File: src/cc_params.svh
`ifndef CC_PARAMS_SVH
`define CC_PARAMS_SVH
// How it works
// - Fast scan is lone command byte 02.
// - Scan byte packs leads 0,1 per channel.
// - Fast scan ignores the channel select bits.
// - Master toggles select between command and reply.
// - Master clocks at least 1.5 us wait.
// - Two clocks process command, two the data.
// - Master clocks at least two cycles before next frame.
// - Gapped clock needs eight trailing pulses.
// - Write-all loads every channel; others one.
// - Reset pin loads defaults in all channels.
// - Channel reset bit resets that channel only.
// - Clocks keep running during hardware reset; the host holds its shift clock low while in reset.
// - Master waits 256 us after channel reset.
// - Channel starts in standby; activation bit0.
// - Standby keeps registers and leads working.
// - Standby ignores analog input and PCM receive.
// - Loop 1 PCM to PCM; loop 2 converter.
// - Loop 3 sigma-delta; loop 4 PCM side.
// - Analog loop also feeds line data to PCM transmit.
// - Equal time slots loop line side back.
// - Per-channel 16-bit linear encoding option.
// - Bytes go LSB first, fields low byte first.
// - Reply excursion is never decoded as command.

// Command byte layout
`define CC_OP_FAST    8'h02
`define CC_OP_WRITE   2'h1
`define CC_OP_READ    2'h2
`define CC_OP_WALL    2'h3
`define CC_OP_MSB     7
`define CC_OP_LSB     6
`define CC_CH_MSB     1
`define CC_CH_LSB     0
// Channel memory addresses
`define CC_ADR_RST    8'h80
`define CC_ADR_ACT    8'h81
`define CC_ADR_TXS    8'h82
`define CC_ADR_RXS    8'h83
`define CC_ADR_LDIR   8'h9E
`define CC_ADR_LOUT   8'h9F
`define CC_ADR_LEAD   8'hA0
`define CC_ADR_TEST   8'hA1
// Storage slots per channel
`define CC_NREG       7
`define CC_IX_RST     3'h0
`define CC_IX_ACT     3'h1
`define CC_IX_TXS     3'h2
`define CC_IX_RXS     3'h3
`define CC_IX_LDIR    3'h4
`define CC_IX_LOUT    3'h5
`define CC_IX_TEST    3'h6
`define CC_IX_NONE    3'h7
// Field positions and reset values
`define CC_RST_BIT    0
`define CC_ACT_ON     1
`define CC_ACT_PCM    1
`define CC_ACT_BIT    0
`define CC_TEST_LIN   3
`define CC_DEF_LDIR   8'h0C
`define CC_DEF_ZERO   8'h00
`define CC_LB_DIG1    3'h1
`define CC_LB_DIG2    3'h2
`define CC_LB_DIG3    3'h3
`define CC_LB_DIG4    3'h4
`define CC_LB_ANA     3'h5
`define CC_NCH        4
`define CC_NLEAD      6
// Timing
`define CC_SYS_NS     25
`define CC_SCLK_HALF  5
`define CC_SCLK_NS    (2 * `CC_SCLK_HALF * `CC_SYS_NS)
`define CC_WAIT_NS    1500
`define CC_GAP_CYC    (2 + ((`CC_WAIT_NS + `CC_SCLK_NS - 1) / `CC_SCLK_NS) + 2)
`define CC_RTAIL_CYC  8
`define CC_WTAIL_CYC  2
`define CC_SWRST_NS   256000
`define CC_SWRST_CYC  ((`CC_SWRST_NS + `CC_SYS_NS - 1) / `CC_SYS_NS)
// Host register offsets
`define CC_H_CMD      4'h0
`define CC_H_ADDR     4'h1
`define CC_H_WDATA    4'h2
`define CC_H_STAT     4'h3
`define CC_H_RDATA    4'h4
`endif

File: src/cc_pkg.sv
`include "cc_params.svh"
package cc_pkg;
  // Device serial states
  typedef enum logic [1:0] {
    CC_D_IDLE  = 2'h0,
    CC_D_CMD   = 2'h1,
    CC_D_WAIT  = 2'h3,
    CC_D_REPLY = 2'h2
  } cc_dstate_t;
  // Host frame states
  typedef enum logic [2:0] {
    CC_H_IDLE = 3'h0,
    CC_H_SEND = 3'h1,
    CC_H_GAP  = 3'h3,
    CC_H_RECV = 3'h2,
    CC_H_TAIL = 3'h6
  } cc_hstate_t;
  // Whole device state
  typedef struct packed {
    logic [2:0]                          csS;
    logic [2:0]                          ckS;
    logic [2:0]                          diS;
    logic [23:0]                         ldS0;
    logic [23:0]                         ldS1;
    cc_dstate_t                          st;
    logic [2:0]                          bitCnt;
    logic [1:0]                          byteIdx;
    logic [7:0]                          sh;
    logic [7:0]                          cmd;
    logic [7:0]                          addr;
    logic [7:0]                          left;
    logic                                reply;
    logic                                armed;
    logic                                oe;
    logic                                sdo;
    logic [7:0]                          outSh;
    logic [3:0][`CC_NREG-1:0][7:0]       mem;
    logic [3:0]                          pcmTx;
    logic [3:0]                          lineRx;
  } cc_dev_t;
  // Whole host state
  typedef struct packed {
    logic [2:0]  div;
    logic        sclk;
    logic        csN;
    logic        cmdBit;
    logic [1:0]  rpS;
    cc_hstate_t  st;
    logic [31:0] tx;
    logic [5:0]  nBits;
    logic [3:0]  cnt;
    logic [15:0] hold;
    logic        go;
    logic        awaits;
    logic [7:0]  cmdR;
    logic [7:0]  addrR;
    logic [7:0]  wdR;
    logic [7:0]  rx;
    logic [7:0]  rdata;
  } cc_host_t;
endpackage : cc_pkg

File: src/cc_link_if.sv
`timescale 1ns/1ps
`default_nettype none
interface cc_link_if;
  logic csN;       // Chip select, low active
  logic sclk;      // Serial shift clock
  logic cmdBit;    // Master to device data
  logic replyBit;  // Device reply bit
  logic replyOe;   // Device drives reply line
  logic replyLine; // Resolved line, pulled high
  // Pull-up when nobody drives
  assign replyLine = replyOe ? replyBit : 1'b1;
  modport host   (output csN, output sclk, output cmdBit, input replyLine);
  modport device (input csN, input sclk, input cmdBit, output replyBit, output replyOe);
endinterface : cc_link_if
`default_nettype wire

File: src/cc_device.sv
`timescale 1ns/1ps
`default_nettype none
`include "cc_params.svh"
module cc_device (
  input  wire logic         sys_clk,
  input  wire logic         reset,
  cc_link_if.device         link,
  input  wire logic [23:0]  leadIn,
  output logic      [23:0]  leadOut,
  output logic      [23:0]  leadOe,
  input  wire logic [3:0]   pcmRx,
  input  wire logic [3:0]   lineTx,
  output logic      [3:0]   pcmTx,
  output logic      [3:0]   lineRx,
  output logic      [3:0]   active,
  output logic      [3:0]   chanReset,
  output logic      [3:0]   linear16,
  output logic      [11:0]  loopMode
);
  // Reset image: defaults everywhere
  function automatic cc_pkg::cc_dev_t devRst();
    cc_pkg::cc_dev_t r;
    r     = '0;
    r.csS = 3'h7;
    for (int k = 0; k < `CC_NCH; k++)
      r.mem[k][`CC_IX_LDIR] = `CC_DEF_LDIR;
    return r;
  endfunction : devRst

  localparam cc_pkg::cc_dev_t DEV_RST = devRst();

  // Address to storage slot
  function automatic logic [2:0] slotOf(input logic [7:0] a);
    case (a)
      `CC_ADR_RST:  slotOf = `CC_IX_RST;
      `CC_ADR_ACT:  slotOf = `CC_IX_ACT;
      `CC_ADR_TXS:  slotOf = `CC_IX_TXS;
      `CC_ADR_RXS:  slotOf = `CC_IX_RXS;
      `CC_ADR_LDIR: slotOf = `CC_IX_LDIR;
      `CC_ADR_LOUT: slotOf = `CC_IX_LOUT;
      `CC_ADR_TEST: slotOf = `CC_IX_TEST;
      default:      slotOf = `CC_IX_NONE;
    endcase
  endfunction : slotOf

  // Read one location of one channel
  function automatic logic [7:0] rdLoc(input cc_pkg::cc_dev_t s, input logic [1:0] ch,
                                       input logic [7:0] a);
    logic [2:0] ix;
    ix = slotOf(a);
    if (a == `CC_ADR_LEAD)
      rdLoc = {2'h0, s.ldS1[ch*`CC_NLEAD +: `CC_NLEAD]};
    else if (ix == `CC_IX_NONE)
      rdLoc = `CC_DEF_ZERO;
    else
      rdLoc = s.mem[ch][ix];
  endfunction : rdLoc

  cc_pkg::cc_dev_t q;      // Registered state
  cc_pkg::cc_dev_t next_q; // Next state
  logic            csFall; // Select went low
  logic            csRise; // Select went high
  logic            ckRise; // Shift clock rose
  logic            ckFall; // Shift clock fell
  logic [7:0]      byteNow;// Byte completed now
  logic [7:0]      scan;   // Fast scan image
  logic [7:0]      nxtByte;// Next reply byte
  logic [1:0]      op;     // Command operation
  logic [2:0]      ix;     // Target slot
  logic [2:0]      lb;     // Loop mode of channel
  logic            txIn;   // Gated line transmit
  logic            rxIn;   // Gated PCM receive
  logic            same;   // Equal time slots

  // Next-state logic
  always_comb
  begin
    next_q  = q;
    nxtByte = `CC_DEF_ZERO;
    scan    = `CC_DEF_ZERO;
    lb      = 3'h0;
    txIn    = 1'b0;
    rxIn    = 1'b0;
    same    = 1'b0;
    // Two-stage synchronisers plus edge stage
    next_q.csS  = {q.csS[1:0], link.csN};
    next_q.ckS  = {q.ckS[1:0], link.sclk};
    next_q.diS  = {q.diS[1:0], link.cmdBit};
    next_q.ldS0 = leadIn;
    next_q.ldS1 = q.ldS0;
    csFall  = ~q.csS[1] & q.csS[2];
    csRise  = q.csS[1] & ~q.csS[2];
    ckRise  = q.ckS[1] & ~q.ckS[2];
    ckFall  = ~q.ckS[1] & q.ckS[2];
    byteNow = {q.diS[1], q.sh[7:1]};
    op      = q.cmd[`CC_OP_MSB:`CC_OP_LSB];
    ix      = slotOf(q.addr);
    // Scan byte, all four channels
    for (int k = 0; k < `CC_NCH; k++)
    begin
      scan[2*k]   = q.ldS1[k*`CC_NLEAD];
      scan[2*k+1] = q.ldS1[k*`CC_NLEAD + 1];
    end
    case (q.st)
      cc_pkg::CC_D_IDLE:
      begin
        // New command frame
        if (csFall)
        begin
          next_q.st      = cc_pkg::CC_D_CMD;
          next_q.bitCnt  = 3'h0;
          next_q.byteIdx = 2'h0;
          next_q.reply   = 1'b0;
        end
      end
      cc_pkg::CC_D_CMD:
      begin
        // Shift in on rising edge
        if (ckRise && !q.csS[1])
        begin
          next_q.sh     = byteNow;
          next_q.bitCnt = q.bitCnt + 3'h1;
          if (q.bitCnt == 3'h7)
          begin
            if (q.byteIdx != 2'h3)
              next_q.byteIdx = q.byteIdx + 2'h1;
            case (q.byteIdx)
              2'h0:
              begin
                next_q.cmd   = byteNow;
                next_q.reply = (byteNow == `CC_OP_FAST) ||
                               (byteNow[`CC_OP_MSB:`CC_OP_LSB] == `CC_OP_READ);
              end
              2'h1: next_q.addr = byteNow;
              2'h2: next_q.left = byteNow;
              default:
              begin
                // Data bytes of a write
                if (q.left != 8'h00 && (op == `CC_OP_WRITE || op == `CC_OP_WALL))
                begin
                  for (int k = 0; k < `CC_NCH; k++)
                    if (ix != `CC_IX_NONE &&
                        (op == `CC_OP_WALL || q.cmd[`CC_CH_MSB:`CC_CH_LSB] == k[1:0]))
                      next_q.mem[k][ix] = byteNow;
                  next_q.addr = q.addr + 8'h01;
                  next_q.left = q.left - 8'h01;
                end
              end
            endcase
          end
        end
        // Frame end: reply pending only on whole bytes
        if (csRise)
        begin
          next_q.armed = 1'b0;
          next_q.bitCnt = 3'h0;
          if (q.reply && q.bitCnt == 3'h0 &&
              q.byteIdx == ((q.cmd == `CC_OP_FAST) ? 2'h1 : 2'h3))
            next_q.st = cc_pkg::CC_D_WAIT;
          else
            next_q.st = cc_pkg::CC_D_IDLE;
        end
      end
      cc_pkg::CC_D_WAIT:
      begin
        // Two clocks with select high process the command
        if (ckRise && q.csS[1] && !q.armed)
        begin
          next_q.bitCnt = q.bitCnt + 3'h1;
          if (q.bitCnt == 3'h1)
          begin
            next_q.armed = 1'b1;
            if (q.cmd == `CC_OP_FAST)
            begin
              next_q.outSh = scan;
              next_q.left  = 8'h01;
            end
            else
              next_q.outSh = rdLoc(q, q.cmd[`CC_CH_MSB:`CC_CH_LSB], q.addr);
          end
        end
        // Reply excursion; never decoded
        if (csFall)
        begin
          next_q.st     = cc_pkg::CC_D_REPLY;
          next_q.bitCnt = 3'h0;
          next_q.oe     = q.armed && q.left != 8'h00;
          next_q.sdo    = q.outSh[0];
        end
      end
      cc_pkg::CC_D_REPLY:
      begin
        // Shift out on falling edge, LSB first
        if (ckFall && !q.csS[1] && q.oe)
        begin
          next_q.bitCnt = q.bitCnt + 3'h1;
          if (q.bitCnt == 3'h7)
          begin
            nxtByte      = rdLoc(q, q.cmd[`CC_CH_MSB:`CC_CH_LSB], q.addr + 8'h01);
            next_q.addr  = q.addr + 8'h01;
            next_q.left  = q.left - 8'h01;
            next_q.outSh = nxtByte;
            next_q.sdo   = nxtByte[0];
            next_q.oe    = q.left != 8'h01;
          end
          else
          begin
            next_q.outSh = {1'b0, q.outSh[7:1]};
            next_q.sdo   = q.outSh[1];
          end
        end
        // Reply over
        if (csRise)
        begin
          next_q.st = cc_pkg::CC_D_IDLE;
          next_q.oe = 1'b0;
        end
      end
      default: next_q.st = cc_pkg::CC_D_IDLE;
    endcase
    // Per-channel reset, standby and test paths
    for (int k = 0; k < `CC_NCH; k++)
    begin
      // Channel reset keeps time slots, registers stay reachable
      if (q.mem[k][`CC_IX_RST][`CC_RST_BIT])
      begin
        next_q.mem[k][`CC_IX_ACT]  = `CC_DEF_ZERO;
        next_q.mem[k][`CC_IX_LDIR] = `CC_DEF_LDIR;
        next_q.mem[k][`CC_IX_LOUT] = `CC_DEF_ZERO;
        next_q.mem[k][`CC_IX_TEST] = `CC_DEF_ZERO;
      end
      lb   = q.mem[k][`CC_IX_TEST][2:0];
      // Standby blanks analog and PCM inputs
      txIn = q.mem[k][`CC_IX_ACT][`CC_ACT_BIT] & lineTx[k];
      rxIn = q.mem[k][`CC_IX_ACT][`CC_ACT_BIT] & pcmRx[k];
      same = q.mem[k][`CC_IX_ACT][`CC_ACT_PCM] &&
             q.mem[k][`CC_IX_TXS] == q.mem[k][`CC_IX_RXS];
      // PCM transmit: loop 1 returns receive data
      next_q.pcmTx[k] = (lb == `CC_LB_DIG1) ? rxIn : txIn;
      // Line receive: converter and PCM-side loops
      if (lb == `CC_LB_DIG2 || lb == `CC_LB_ANA)
        next_q.lineRx[k] = txIn;
      else if (lb == `CC_LB_DIG3 || lb == `CC_LB_DIG4)
        next_q.lineRx[k] = txIn;
      else if (same)
        next_q.lineRx[k] = txIn;
      else
        next_q.lineRx[k] = rxIn;
    end
  end

  // State register
  always_ff @(posedge sys_clk or posedge reset)
  begin
    if (reset)
      q <= DEV_RST;
    else
      q <= next_q;
  end

  // Outputs straight from state
  assign link.replyBit = q.sdo;
  assign link.replyOe  = q.oe;
  assign pcmTx         = q.pcmTx;
  assign lineRx        = q.lineRx;
  genvar g;
  generate
    for (g = 0; g < `CC_NCH; g++)
    begin : gCh
      assign leadOut[g*`CC_NLEAD +: `CC_NLEAD] = q.mem[g][`CC_IX_LOUT][5:0];
      assign leadOe[g*`CC_NLEAD +: `CC_NLEAD]  = q.mem[g][`CC_IX_LDIR][5:0];
      assign active[g]                         = q.mem[g][`CC_IX_ACT][`CC_ACT_BIT];
      assign chanReset[g]                      = q.mem[g][`CC_IX_RST][`CC_RST_BIT];
      assign linear16[g]                       = q.mem[g][`CC_IX_TEST][`CC_TEST_LIN];
      assign loopMode[g*3 +: 3]                = q.mem[g][`CC_IX_TEST][2:0];
    end
  endgenerate
endmodule : cc_device
`default_nettype wire

File: src/flat_wrapper.sv
// flat-port wrapper written by rule: the top's interface ports become plain ports
module cc_device_flat 
  (sys_clk, reset, leadIn, leadOut, leadOe, pcmRx, lineTx, pcmTx, lineRx, active, chanReset, linear16, loopMode, link_csN, link_sclk, link_cmdBit, link_replyBit, link_replyOe);
  cc_link_if link_i ();
  input  wire logic sys_clk;
  input  wire logic reset;
  input  wire logic [23:0] leadIn;
  output logic      [23:0] leadOut;
  output logic      [23:0] leadOe;
  input  wire logic [3:0] pcmRx;
  input  wire logic [3:0] lineTx;
  output logic      [3:0] pcmTx;
  output logic      [3:0] lineRx;
  output logic      [3:0] active;
  output logic      [3:0] chanReset;
  output logic      [3:0] linear16;
  output logic      [11:0] loopMode;
  input wire logic [$bits(link_i.csN)-1:0] link_csN;
  input wire logic [$bits(link_i.sclk)-1:0] link_sclk;
  input wire logic [$bits(link_i.cmdBit)-1:0] link_cmdBit;
  output wire logic [$bits(link_i.replyBit)-1:0] link_replyBit;
  output wire logic [$bits(link_i.replyOe)-1:0] link_replyOe;
  assign link_i.csN = link_csN;
  assign link_i.sclk = link_sclk;
  assign link_i.cmdBit = link_cmdBit;
  assign link_replyBit = link_i.replyBit;
  assign link_replyOe = link_i.replyOe;
  cc_device u_core (.sys_clk(sys_clk), .reset(reset), .link(link_i), .leadIn(leadIn), .leadOut(leadOut), .leadOe(leadOe), .pcmRx(pcmRx), .lineTx(lineTx), .pcmTx(pcmTx), .lineRx(lineRx), .active(active), .chanReset(chanReset), .linear16(linear16), .loopMode(loopMode));
endmodule
File: config.mk
export PLATFORM = sky130hd
export DESIGN_NAME = cc_device_flat
export DESIGN_NICKNAME = d
export VERILOG_FILES = /design/src/cc_pkg.sv /design/src/cc_link_if.sv /design/src/cc_device.sv /design/src/flat_wrapper.sv
export VERILOG_INCLUDE_DIRS = /design/src
export SDC_FILE = /design/constraint.sdc
export NUM_CORES = 1
export LEC_CHECK = 0
export BUFFER_PORTS_ARGS = -buffer_cell sky130_fd_sc_hd__buf_4
export CAP_MARGIN = 25
export CORE_ASPECT_RATIO = 1.4
export CORE_MARGIN = 1
export CORE_UTILIZATION = 55
export CTS_CLUSTER_SIZE = 40
export DETAILED_ROUTE_END_ITERATION = 8
export MAX_ROUTING_LAYER = met4
export PLACE_DENSITY = 0.76
export SLEW_MARGIN = 20
export SYNTH_ARGS = -nofsm -noshare
export SYNTH_HDL_FRONTEND = slang
export SYNTH_SLANG_ARGS = --single-unit
File: constraint.sdc
create_clock -name sys_clk -period 12.7 [get_ports sys_clk]
set_clock_uncertainty 0.15 [all_clocks]
set_input_delay 2.54 -clock sys_clk [delete_from_list [all_inputs] [get_ports sys_clk]]
set_output_delay 2.54 -clock sys_clk [all_outputs]
set_load 0.02 [all_outputs]
==> run summary <==
========================================================================================
Post-detailed-placement half-perimeter wirelength .........................      36.4 mm
Grt total ovfl ............................................................            0
Number of synthesized flops with an enable pin ............................            0
Hold crit path type .......................................................      reg2reg
Type of the setup path with the least slack ...............................     in2async
Antenna violations before repair ..........................................            0
Relative slew slack .......................................................        0.320
Number of hold violations in the final report .............................            0
Global-route wire length before repair ....................................      80.4 mm
Total of warnings raised by yosys .........................................            0
Area enclosed by the die boundary .........................................    33100 um2
Setup Fix Bufs, Post-CTS ..................................................            0
Async SR Flop Fraction ....................................................         1.00
CTS Sinks .................................................................          338
Register area .............................................................     8480 um2
Min Clock Period, post-route ..............................................      4.52 ns
Total of fill cells in the finished design ................................         2538
Endpoint class of the critical path ....................................... asynchronous set/reset pin
Number of distinct library cells after synthesis ..........................           79
Most used DFF post-synth ..................................................      dfrtp_1
Post-DRT Antenna Nets .....................................................            0
Final Max Slew Viols ......................................................            0
Net count, final ..........................................................         1745
Category of cells accounting for the largest share of critical-path delay . buffers and inverters
Area grow syn2layout ......................................................        9.45%
VDD IR-drop max ...........................................................   0.000126 V
Power Dens Cells ..........................................................   123 nW/um2
Drt drc ...................................................................            0
TritonCTS clock tree ......................................................         done
CP arrival ................................................................      4.95 ns
Critical path buffers and inverters .......................................            4
Std cell rows .............................................................           77
CTS Hold Buffers Added ....................................................            0
Placed Area ...............................................................    18400 um2
Leading cell types by total area after synthesis .......................... dfrtp_1 46%, mux4_2 7.8%, mux2_1 6.0%, nand2_1 6.0%, a21oi_1 4.4%
Clock insertion delay at the later pin of the skew report .................      0.53 ns
Total Wirelength ..........................................................      52.0 mm
Number of global-route vias before repair .................................        13600
Largest stage delay on the critical path ..................................      0.78 ns
Number of DRC markers after the initial detailed-route iteration ..........         1281
Portion of synthesized cell area occupied by the leading cell type ........        0.459
Placer congestion estimate ................................................         1.05
F_max .....................................................................      221 MHz
Register clock-pin slew on the reported worst setup and hold paths ........      0.06 ns
Final TNS setup ...........................................................         0 ns
Cells along the critical path ............................................. buf_4 -> inv_8 -> buf_4 -> buf_4
Share of the clock period used by the worst path ..........................        0.356
Cell at the slowest stage of the critical path ............................        buf_4
Final setup violation count ...............................................            0
Post-synth design cell area ...............................................    17800 um2
First-pass detailed-route iteration total .................................            8
Seq/Total Area, Yosys .....................................................        0.475
Root buf cell .............................................................    clkbuf_16
Number of maximum-capacitance constraint violations .......................            0
Height of the chip ........................................................       215 um
Library cell appearing most often on the critical path ....................        buf_4
Share of post-route cells with drive strength above 1 .....................        0.186
Routed via count divided by cell count ....................................         6.44
Worst slack, placed .......................................................      7.57 ns
Cell with the most instances after synthesis ..............................      dfrtp_1
Core region area ..........................................................    31700 um2
Transition time of the tightest slew-check pin ............................      1.02 ns
Final non-filler cell area ................................................    19500 um2
Synthesized instance count ................................................         1691
Initial Utilization .......................................................        0.562
Antenna diode instance count ..............................................            0
Critical path launch point type ...........................................    input pin
List of most frequent post-synthesis cells ................................ 327 x dfrtp_1, 283 x nand2_1, 155 x a21oi_1
Number of clock buffers inserted by TritonCTS .............................           35
Final routed wire length divided by cell count ............................      24.7 um
Worst setup slack after layout ............................................      8.18 ns
Peak fanout along the critical path .......................................          131
Area taken by multi-input logic gates .....................................     8250 um2
Post-synthesis average cell area ..........................................     10.5 um2
Total via count in the routed design ......................................        13600
Run status ................................................................    completed
Port buffer count .........................................................          118
Synthesized Nets ..........................................................         1750
Die extent in x ...........................................................       154 um
Cell type with the highest aggregate area in the netlist ..................      dfrtp_1
Deepest clock path buffer count ...........................................            3
Endpoint required time on the critical path ...............................     13.13 ns
Total I/O pin count .......................................................          119
Post-synthesis register bit count .........................................          338
Setup repair after global routing missed its margin .......................        false
Post-cts resize count .....................................................            0
Overall Global Routing Usage ..............................................        0.331
Max H-tree Level ..........................................................            2
Leak ......................................................................      8.76 nW
Register-to-register path setup slack .....................................      8.65 ns
Pin count of the biggest net entering global routing ......................          132
========================================================================================
worst register-to-register path: cells and delay by family (launching register included):
kind            cells  cell delay [ns]
compound gates      5             1.76
fa+ha+maj           1             0.63
flops               1             0.51
simple gates        3             0.85
placed cells by master, fill, tap and decap left out, drive strengths merged, types with 10 or more instances in the layout:
| cell type | instances |
|---|---|
| mux2 | 115 |
| nor4 | 10 |
| ha | 22 |
| mux2i | 58 |
| nor3 | 22 |
| nor2 | 99 |
| a31oi | 10 |
| xnor2 | 23 |
| o22ai | 13 |
| o21ai | 52 |
| nand2 | 283 |
| mux4 | 62 |
| buf | 140 |
| dfrtp | 327 |
| dfstp | 11 |
| a211o | 14 |
| xor2 | 17 |
| clkbuf | 52 |
| inv | 28 |
| nor2b | 17 |
| nand3 | 43 |
| a21oi | 155 |
kinds of logic after synthesis:
logic type | share of synthesized area
buffers and inverters | 0.0620
AO/OA/AOI/OAI | 0.109
XOR/XNOR | 0.0197
flip-flops | 0.475
AND/OR/NAND/NOR | 0.135
adder cells (fa/ha/maj) | 0.0154
multiplexers | 0.184
power by group:
group / internal (mW) / switching (mW)
clock: 0.582 / 0.429
combinational: 0.0632 / 0.187
sequential: 1.10 / 0.0283
path summary, 6_finish.rpt:
path | start | endpoint | depth (start not counted)
min in group asynchronous | reset | u_core.q[138] | 2
max in group sys_clk | u_core.chanReset[2] | chanReset[2] | 2
worst min-delay path | u_core.next_q[305] | u_core.q[305] | 0
worst min register to register | u_core.next_q[305] | u_core.q[305] | 0
worst max-delay path | reset | u_core.leadOut[5] | 4
worst max register to register | u_core.q[252] | u_core.q[232] | 9
registers in the layout (all words and copies together) (netlist names):
signal,flops
u_core.leadOut,24
u_core.chanReset,4
u_core.byteNow,8
u_core.pcmTx,4
u_core.active,4
u_core.loopMode,12
u_core.op,2
u_core.lineRx,4
u_core.linear16,4
u_core.link.replyOe,1
u_core.next_q,29
u_core.link.replyBit,1
u_core.q,217
u_core.leadOe,24
area by class of cell:
cell class | instances | area share
well taps | 395 | 0.0253
repair buffers | 140 | 0.0539
flip-flops and latches | 338 | 0.434
multi-input cells | 1144 | 0.423
clock inverters | 12 | 0.00571
clock buffers | 52 | 0.0523
inverters | 27 | 0.00558
per-stage QoR:
step                hold slack, ns  cells  utilization  power, mW
floorplan                    0.181   1691            -       1.30
global placement             0.182   2042        0.579       1.38
detailed placement           0.186   2044        0.580       1.39
CTS                          0.197   2108        0.615       2.40
global route                 0.201   2108        0.616       2.47
finish                       0.197   2108        0.616       2.39
routing by layer:
layer | wire length (um) | track usage | vias to the layer above
li1 | - | - | 5890
met1 | 19600 | 0.399 | 6866
met2 | 26000 | 0.540 | 658
met3 | 3560 | 0.0474 | 159
met4 | 2920 | 0.175 | 0
met5 | 0 | - | -
Power figures use the tool's default switching activity.
